===== src/core/aphp_pkg.sv =====
/*
  Shared constants and types of the assisted parallel host port:
  register offsets, field positions, reset values and pin groups.
  Assumes a 32-bit AXI4-Lite register bus with byte addresses.
*/
package aphp_pkg;

  // Register byte offsets
  localparam logic [7:0] CFG_OFS = 8'h00;
  localparam logic [7:0] PORT0_OFS = 8'h04;
  localparam logic [7:0] PORT1_OFS = 8'h08;
  localparam logic [7:0] PORT2_OFS = 8'h0c;
  localparam logic [7:0] IRQ_STAT_OFS = 8'h10;
  localparam logic [7:0] IRQ_MASK_OFS = 8'h14;

  // Configuration register fields
  localparam int CFG_WIDTH_LSB = 0;
  localparam int CFG_OUT_AVAIL_BIT = 2;
  localparam int CFG_IN_ROOM_BIT = 3;
  localparam int CFG_OUT_POL_BIT = 4;
  localparam int CFG_IN_POL_BIT = 5;
  localparam int CFG_ENABLE_BIT = 6;

  // Transfer width codes
  localparam logic [1:0] WIDTH_8 = 2'h0;
  localparam logic [1:0] WIDTH_16 = 2'h1;
  localparam logic [1:0] WIDTH_24 = 2'h2;

  // Interrupt status bits
  localparam int IRQ_READ_DONE = 0;
  localparam int IRQ_WRITE_DONE = 1;
  localparam int IRQ_COUNT = 2;

  // Reset values
  localparam logic [1:0] WIDTH_RESET = 2'h0;
  localparam logic POL_RESET = 1'b0;
  localparam logic ENABLE_RESET = 1'b0;
  localparam logic OUT_AVAIL_RESET = 1'b0;
  localparam logic IN_ROOM_RESET = 1'b1;
  localparam logic [23:0] LATCH_RESET = 24'h000000;
  localparam logic [2:0] SYNC_RESET = 3'h7;

  // Bus response codes
  localparam logic [1:0] RESP_OKAY = 2'h0;
  localparam logic [1:0] RESP_SLVERR = 2'h2;

  // Handshake inputs from the external party, all active low
  typedef struct packed {
    logic chip_sel_n;
    logic out_enable_n;
    logic write_strobe_n;
  } aphp_hs_in_t;

  // Handshake outputs towards the external party
  typedef struct packed {
    logic output_avail_pin;
    logic input_room_pin;
  } aphp_hs_out_t;

  // Byte lanes that take part in a transfer of the given width
  function automatic logic [23:0] lane_mask(input logic [1:0] width);
    case (width)
      WIDTH_8: lane_mask = 24'h0000ff;
      WIDTH_16: lane_mask = 24'h00ffff;
      default: lane_mask = 24'hffffff;
    endcase
  endfunction : lane_mask

endpackage : aphp_pkg


===== src/core/aphp_port.sv =====
/*
  Assisted parallel host port: an AXI4-Lite register slave plus the
  handshaked 8/16/24-bit parallel data port towards an external master.
  Assumes data pins are synchronous to aclk and held stable by the
  external party while its strobe is low; handshake inputs are async.
*/
// Behaviour
// - Transfer width 8, 16 or 24 bits by config
// - Enabled port owns pins; handshake outputs push-pull
// - Drive input-room output pin
// - Drive output-available output pin
// - Strobe latches input, output-enable presents output
// - Strobe and output-enable act only under chip-select
// - Port0 write sets data-ready until output enable
// - Port0 read sets latch-empty until strobe
// - Data-ready polarity bit; status reads opposite pin while enabled
// - Latch-empty polarity bit; status reads opposite pin while enabled
// - Only port0 write raises data ready
// - Output enable plus chip-select drives output word
// - Output enable release raises read-done interrupt
// - Strobe plus chip-select captures data, latches full
// - Strobe release raises write-done interrupt
// - Only port0 read raises latch empty
`timescale 1ns/1ps
module aphp_port (
  input wire logic aclk,
  input wire logic aresetn,
  input wire logic [7:0] s_axi_awaddr,
  input wire logic s_axi_awvalid,
  output logic s_axi_awready,
  input wire logic [31:0] s_axi_wdata,
  input wire logic [3:0] s_axi_wstrb,
  input wire logic s_axi_wvalid,
  output logic s_axi_wready,
  output logic [1:0] s_axi_bresp,
  output logic s_axi_bvalid,
  input wire logic s_axi_bready,
  input wire logic [7:0] s_axi_araddr,
  input wire logic s_axi_arvalid,
  output logic s_axi_arready,
  output logic [31:0] s_axi_rdata,
  output logic [1:0] s_axi_rresp,
  output logic s_axi_rvalid,
  input wire logic s_axi_rready,
  input wire aphp_pkg::aphp_hs_in_t hs_in,
  output aphp_pkg::aphp_hs_out_t hs_out,
  input wire logic [23:0] data_in,
  output logic [23:0] data_out,
  output logic [23:0] data_oe_n,
  output logic irq
);

  // Configuration and transfer state
  logic [1:0] width;
  logic out_pol;
  logic in_pol;
  logic enable;
  logic out_avail;
  logic in_room;
  logic [23:0] out_latch;
  logic [23:0] in_latch;

  // Write channel capture
  logic aw_got;
  logic w_got;
  logic [7:0] aw_addr;
  logic [31:0] w_data;
  logic [3:0] w_strb;

  // Synchronised handshake inputs and their last-cycle activity
  aphp_pkg::aphp_hs_in_t hs_s;
  logic wr_act_q;
  logic rd_act_q;

  logic [aphp_pkg::IRQ_COUNT-1:0] irq_status;
  logic [aphp_pkg::IRQ_COUNT-1:0] irq_mask;

  aphp_sync #(
    .WIDTH(3),
    .INIT(aphp_pkg::SYNC_RESET)
  ) u_sync (
    .aclk(aclk),
    .aresetn(aresetn),
    .din(hs_in),
    .dout(hs_s)
  );

  // Pin-side activity, gated by chip-select and the port enable
  wire wr_act = enable & ~hs_s.chip_sel_n & ~hs_s.write_strobe_n;
  wire rd_act = enable & ~hs_s.chip_sel_n & ~hs_s.out_enable_n;
  wire wr_start = wr_act & ~wr_act_q;
  wire wr_end = wr_act_q & ~wr_act;
  wire rd_start = rd_act & ~rd_act_q;
  wire rd_end = rd_act_q & ~rd_act;

  wire [23:0] lanes = aphp_pkg::lane_mask(width);

  // Bus handshakes
  wire aw_take = s_axi_awvalid & s_axi_awready;
  wire w_take = s_axi_wvalid & s_axi_wready;
  wire ar_take = s_axi_arvalid & s_axi_arready;
  wire do_wr = aw_got & w_got & ~s_axi_bvalid;
  wire lane0_we = do_wr & w_strb[0];

  assign s_axi_awready = ~aw_got;
  assign s_axi_wready = ~w_got;
  assign s_axi_arready = ~s_axi_rvalid;

  // Write address decode
  wire wr_cfg = lane0_we & (aw_addr == aphp_pkg::CFG_OFS);
  wire wr_p0 = lane0_we & (aw_addr == aphp_pkg::PORT0_OFS);
  wire wr_p1 = lane0_we & (aw_addr == aphp_pkg::PORT1_OFS);
  wire wr_p2 = lane0_we & (aw_addr == aphp_pkg::PORT2_OFS);
  wire wr_stat = lane0_we & (aw_addr == aphp_pkg::IRQ_STAT_OFS);
  wire wr_mask = lane0_we & (aw_addr == aphp_pkg::IRQ_MASK_OFS);
  wire wr_hit = (aw_addr == aphp_pkg::CFG_OFS) | (aw_addr == aphp_pkg::PORT0_OFS)
    | (aw_addr == aphp_pkg::PORT1_OFS) | (aw_addr == aphp_pkg::PORT2_OFS)
    | (aw_addr == aphp_pkg::IRQ_STAT_OFS) | (aw_addr == aphp_pkg::IRQ_MASK_OFS);

  // Read address decode
  wire rd_p0 = ar_take & (s_axi_araddr == aphp_pkg::PORT0_OFS);

  // Status bits read opposite to their pins while the port is enabled
  wire out_avail_bit = out_pol ? out_avail : ~out_avail;
  wire in_room_bit = in_pol ? in_room : ~in_room;

  wire [7:0] cfg_rd = {1'b0, enable, in_pol, out_pol, in_room_bit, out_avail_bit, width};

  logic [31:0] rd_mux;
  logic rd_hit;
  always_comb
  begin
    rd_hit = 1'b1;
    case (s_axi_araddr)
      aphp_pkg::CFG_OFS: rd_mux = {24'h000000, cfg_rd};
      aphp_pkg::PORT0_OFS: rd_mux = {24'h000000, in_latch[7:0]};
      aphp_pkg::PORT1_OFS: rd_mux = {24'h000000, in_latch[15:8]};
      aphp_pkg::PORT2_OFS: rd_mux = {24'h000000, in_latch[23:16]};
      aphp_pkg::IRQ_STAT_OFS: rd_mux = {30'h0, irq_status};
      aphp_pkg::IRQ_MASK_OFS: rd_mux = {30'h0, irq_mask};
      default:
      begin
        rd_mux = 32'h00000000;
        rd_hit = 1'b0;
      end
    endcase
  end

  // Flag updates: the firmware set wins over a same-cycle pin clear
  wire next_out_avail = wr_p0 | (out_avail & ~rd_start);
  wire next_in_room = rd_p0 | (in_room & ~wr_start);

  // Captured input word, only lanes in use, while strobe is active
  wire [23:0] next_in_latch = wr_act ? ((in_latch & ~lanes) | (data_in & lanes))
    : in_latch;

  // Output word loaded byte by byte from firmware writes
  wire [23:0] next_out_latch = {
    wr_p2 ? w_data[7:0] : out_latch[23:16],
    wr_p1 ? w_data[7:0] : out_latch[15:8],
    wr_p0 ? w_data[7:0] : out_latch[7:0]
  };

  // Drive the data pins only while the external read is active
  wire [23:0] next_data_oe_n = rd_act ? ~lanes : 24'hffffff;

  aphp_irq #(
    .N(aphp_pkg::IRQ_COUNT)
  ) u_irq (
    .aclk(aclk),
    .aresetn(aresetn),
    .set({wr_end, rd_end}),
    .clr(wr_stat ? w_data[aphp_pkg::IRQ_COUNT-1:0] : 2'h0),
    .mask_we(wr_mask),
    .mask_wdata(w_data[aphp_pkg::IRQ_COUNT-1:0]),
    .status(irq_status),
    .mask(irq_mask),
    .irq(irq)
  );

  // Handshake outputs, push-pull while enabled, low otherwise
  assign hs_out.output_avail_pin = enable & ~out_avail_bit;
  assign hs_out.input_room_pin = enable & ~in_room_bit;

  // Write channel
  always_ff @(posedge aclk)
  begin
    if (!aresetn)
    begin
      aw_got <= 1'b0;
      w_got <= 1'b0;
      aw_addr <= 8'h00;
      w_data <= 32'h00000000;
      w_strb <= 4'h0;
    end
    else
    begin
      if (aw_take)
        aw_addr <= s_axi_awaddr;
      if (w_take)
      begin
        w_data <= s_axi_wdata;
        w_strb <= s_axi_wstrb;
      end
      aw_got <= do_wr ? 1'b0 : (aw_got | aw_take);
      w_got <= do_wr ? 1'b0 : (w_got | w_take);
    end
  end

  // Write response
  always_ff @(posedge aclk)
  begin
    if (!aresetn)
    begin
      s_axi_bvalid <= 1'b0;
      s_axi_bresp <= aphp_pkg::RESP_OKAY;
    end
    else if (do_wr)
    begin
      s_axi_bvalid <= 1'b1;
      s_axi_bresp <= wr_hit ? aphp_pkg::RESP_OKAY : aphp_pkg::RESP_SLVERR;
    end
    else if (s_axi_bready)
      s_axi_bvalid <= 1'b0;
  end

  // Read channel
  always_ff @(posedge aclk)
  begin
    if (!aresetn)
    begin
      s_axi_rvalid <= 1'b0;
      s_axi_rdata <= 32'h00000000;
      s_axi_rresp <= aphp_pkg::RESP_OKAY;
    end
    else if (ar_take)
    begin
      s_axi_rvalid <= 1'b1;
      s_axi_rdata <= rd_mux;
      s_axi_rresp <= rd_hit ? aphp_pkg::RESP_OKAY : aphp_pkg::RESP_SLVERR;
    end
    else if (s_axi_rready)
      s_axi_rvalid <= 1'b0;
  end

  // Configuration
  always_ff @(posedge aclk)
  begin
    if (!aresetn)
    begin
      width <= aphp_pkg::WIDTH_RESET;
      out_pol <= aphp_pkg::POL_RESET;
      in_pol <= aphp_pkg::POL_RESET;
      enable <= aphp_pkg::ENABLE_RESET;
    end
    else if (wr_cfg)
    begin
      width <= w_data[aphp_pkg::CFG_WIDTH_LSB +: 2];
      out_pol <= w_data[aphp_pkg::CFG_OUT_POL_BIT];
      in_pol <= w_data[aphp_pkg::CFG_IN_POL_BIT];
      enable <= w_data[aphp_pkg::CFG_ENABLE_BIT];
    end
  end

  // Transfer state and pin drive
  always_ff @(posedge aclk)
  begin
    if (!aresetn)
    begin
      out_avail <= aphp_pkg::OUT_AVAIL_RESET;
      in_room <= aphp_pkg::IN_ROOM_RESET;
      out_latch <= aphp_pkg::LATCH_RESET;
      in_latch <= aphp_pkg::LATCH_RESET;
      wr_act_q <= 1'b0;
      rd_act_q <= 1'b0;
      data_out <= aphp_pkg::LATCH_RESET;
      data_oe_n <= 24'hffffff;
    end
    else
    begin
      out_avail <= next_out_avail;
      in_room <= next_in_room;
      out_latch <= next_out_latch;
      in_latch <= next_in_latch;
      wr_act_q <= wr_act;
      rd_act_q <= rd_act;
      data_out <= out_latch;
      data_oe_n <= next_data_oe_n;
    end
  end

endmodule : aphp_port


===== src/core/aphp_sync.sv =====
/*
  Two-stage synchroniser for a group of level inputs.
  Assumes the inputs may change at any time relative to aclk.
*/
`timescale 1ns/1ps
module aphp_sync #(
  parameter int WIDTH = 3,
  parameter logic [WIDTH-1:0] INIT = '1
) (
  input wire logic aclk,
  input wire logic aresetn,
  input wire logic [WIDTH-1:0] din,
  output logic [WIDTH-1:0] dout
);
  logic [WIDTH-1:0] stage1;

  always_ff @(posedge aclk)
  begin
    if (!aresetn)
    begin
      stage1 <= INIT;
      dout <= INIT;
    end
    else
    begin
      stage1 <= din;
      dout <= stage1;
    end
  end
endmodule : aphp_sync


===== src/core/aphp_irq.sv =====
/*
  Sticky interrupt status with write-one-to-clear, a mask and one
  level interrupt output. Assumes set pulses are one cycle wide.
*/
`timescale 1ns/1ps
module aphp_irq #(
  parameter int N = 2
) (
  input wire logic aclk,
  input wire logic aresetn,
  input wire logic [N-1:0] set,
  input wire logic [N-1:0] clr,
  input wire logic mask_we,
  input wire logic [N-1:0] mask_wdata,
  output logic [N-1:0] status,
  output logic [N-1:0] mask,
  output logic irq
);
  // A set in the same cycle as its clear wins
  wire [N-1:0] next_status = (status & ~clr) | set;

  always_ff @(posedge aclk)
  begin
    if (!aresetn)
    begin
      status <= '0;
      mask <= '0;
    end
    else
    begin
      status <= next_status;
      if (mask_we)
        mask <= mask_wdata;
    end
  end

  assign irq = |(status & mask);
endmodule : aphp_irq


===== config.mk =====
export PLATFORM = sky130hd
export DESIGN_NAME = aphp_port
export DESIGN_NICKNAME = d
export VERILOG_FILES = /design/src/core/aphp_pkg.sv /design/src/core/aphp_port.sv /design/src/core/aphp_sync.sv /design/src/core/aphp_irq.sv
export SDC_FILE = /design/constraint.sdc
export NUM_CORES = 1
export LEC_CHECK = 0
export ABC_CLOCK_PERIOD_IN_PS = 4650
export BUFFER_PORTS_ARGS = -buffer_cell sky130_fd_sc_hd__buf_4
export CAP_MARGIN = 20
export CORE_AREA = 2 2 100 102
export DETAILED_ROUTE_END_ITERATION = 10
export DIE_AREA = 0 0 102 104
export PLACE_DENSITY = 0.83
export RECOVER_POWER = 25
export SLEW_MARGIN = 20
export SYNTH_ARGS = -nofsm -noshare
export SYNTH_HDL_FRONTEND = slang
export SYNTH_SLANG_ARGS = --single-unit

===== constraint.sdc =====
create_clock -name aclk -period 4.65 [get_ports aclk]
set_input_delay 0.93 -clock aclk [delete_from_list [all_inputs] [get_ports aclk]]
set_output_delay 0.93 -clock aclk [all_outputs]
set_load 0.05 [all_outputs]

==> out/qor.yml <==
global_routing:
  antenna_found_initial: 0
  grt_max_degree: 52
  grt_pass1_wl_um: 17700
  track_usage_pct: 21.1
  grt_pass1_vias: 3694
  grt_overflow: 0
layout:
  antennaDiodeCount: 0
  n_fill_cell: 746
  final_nets: 698
  syn_to_final_growth_pct: 26.7
  drive_gt1_share_pct: 26.9
  postLayoutCellArea_mm2: 0.00622
power_and_ir_drop:
  irDropWorstVdd_mv: 0.266
  p_per_area_mw_per_mm2: 416
  p_leak_nw: 2.83
  finalPower_w: 0.00259
worst_hold_path:
  worstHoldPathType: "flop to flop"
timing:
  fin_crit_sh_pct: 56.5
  worstMarginPinSlew_ns: 1.25
  relSlewSlack_pct: 15.6
  rsz0062_at_grt: "no"
  finalHoldViolations: 0
  fin_skew_ns: 0.0122
  maxSlewViolCount: 0
  setup_viol: 0
  setup-tns-final_ns: 0
  fmaxAchievable_mhz: 381
  min_period_ns: 2.63
critical_path:
  path_max_fanout: 51
  end_kind: "flop"
  cp-start-kind: "primary input"
  critPathMaxStageDelay_ns: 0.83
  crit_family: "buffers and inverters"
  cp.required_ns: 5.11
  path_buf_inv: 2
  worstPathCellList: "buf_4 > clkinv_1 > nor2_1 > a22o_1"
  arrival_ns: 3.09
  crit_slowest_cell: "clkinv_1"
  crit_type: "primary input to flop"
clocking:
  post_cts_buffers: 0
  clock_latency_ns: 0.52
  clock_sinks: 125
  clk_pin_slew_worst_paths_ns: 0.06
  cts_buffers: 17
  cts_tree: "done"
  htree_levels: 4
  clk_path_buf_depth: 2
  clockRootBuffer: "clkbuf_8"
  cts_resized: 0
  holdBufCountCts: 0
logic_synthesis:
  ys.flop_type: "dfxtp_1"
  synth_xor_area_share_pct: 0.357
  ys.warnings.count: 0
  yosysMostFrequentCell: "dfxtp_1"
  avgSynthCellArea_um2: 9.55
  synth_top_family_by_area: "simple AND/OR/NAND/NOR gates"
  async_flop_share_pct: 0
  synthTopCellsByArea: "dfxtp_1, mux2i_1, buf_4"
  synth_top_area_share_pct: 51.0
  synth_compound_area_share_pct: 7.60
  synth-seq-cells: 125
  synth_edf_count: 0
  ys_top_cells_by_count: "dfxtp_1, nand2_1, mux2i_1, buf_4, inv_1"
  yosys.area_share.simple_pct: 15.9
  synth_cell_type_count: 47
  synth_area_mm2: 0.00491
  seq_area_frac_synth_pct: 51.0
  synth_top_cell_by_area: "dfxtp_1"
  synth_mux_area_share_pct: 12.9
  synthCells: 514
  synth-adder-area-share_pct: 0
routing:
  wirelength_um: 11000
  avgRoutedWirePerCell_um: 14.5
  dr.pass1.iters: 5
  drt_iter0_drc: 209
  drc: 0
  drtAntennaViolNets: 0
  num_vias: 3824
  viasPerCell: 5.05
die:
  die_h_um: 104
  coreArea_mm2: 0.00955
  initial_core_util_pct: 51.4
  die_area_mm2: 0.0106
  rows: 36
  die_w_um: 102
  ioPinCount: 178
placed_design:
  io_buffers: 124
  dp_hpwl_um: 7430
  place.gp.congestion: 0.812
  placed_area_mm2: 0.00566
run:
  cap_violations: 0
status:
  status: "completed"
cells by family after synthesis:
kind of cell	Yosys count
and+or+nand+nor	164
DFF	125
buffers and inverters	105
AOI/OAI and AO/OA	60
muxes	57
xor gates and xnor gates	2
other	1
report_power, final:
part           internal [W]  leakage, nW  switching, W
logic             0.0000585         1.53      0.000120
clock network      0.000830        0.288      0.000481
registers           0.00109         1.01     0.0000112
worst paths after layout:
kind / start / end / slack [ns] / cells past startpoint
worst max register to register: aw_addr[6] / width[1] / 2.23 / 3
worst max-delay path: aresetn / s_axi_rdata[4] / 2.02 / 4
worst min-delay path: u_sync.stage1[0] / u_sync.dout[0] / 0.41 / 1
worst min register to register: u_sync.stage1[0] / u_sync.dout[0] / 0.41 / 1
cell usage in the layout (no fill, tap or decap), drive strengths merged, types with 2 or more instances in the layout:
cell	instances
nand2	89
bufinv	3
clkinv	6
or3b	2
dfxtp	125
a311oi	4
buf	126
and2	2
o21ai	10
mux2	2
nor4	5
a22o	5
mux4	5
nand3	9
mux2i	50
nand2b	13
or4	3
nand4	3
inv	33
o211ai	2
a32o	2
a21oi	29
nor2b	4
conb	26
xor2	2
or2	2
a32oi	2
nor2	25
clkbuf	20
o21a	2
clkinvlp	2
through the flow:
stage          utilization [%]  hold slack, ns  std cells  worst slack (ns)
2_1_floorplan                -           0.386        539              2.54
3_3_place_gp              59.3           0.403        726              1.64
3_5_place_dp              59.3           0.395        726              1.52
4_1_cts                   65.5           0.415        757              2.07
5_1_grt                   65.1           0.438        757              1.84
6_report                  65.1           0.415        757              2.02
routing by layer:
layer	routed length [µm]	track usage [%]	vias to the layer above
met5	0	0	-
met4	130	6.19	0
met3	858	6.59	15
met2	5410	35.3	172
met1	4580	26.0	1797
li1	-	-	1840
final cells by class:
class	count	area [µm²]	area share [%]
Sequential cell	125	2500	40.2
Multi-Input combinational cell	309	1880	30.3
Timing Repair Buffer	128	957	15.4
Clock buffer	18	428	6.88
Tap cell	133	166	2.68
Clock inverter	13	164	2.64
Inverter	31	116	1.87
worst register-to-register path: cells and delay by family, from the launching register on:
| kind | cells | cell delay (ns) |
|---|---|---|
| simple gates | 2 | 1.73 |
| mux | 1 | 0.30 |
| flops | 1 | 0.31 |
Note: power is estimated with default switching activity, not from simulation.
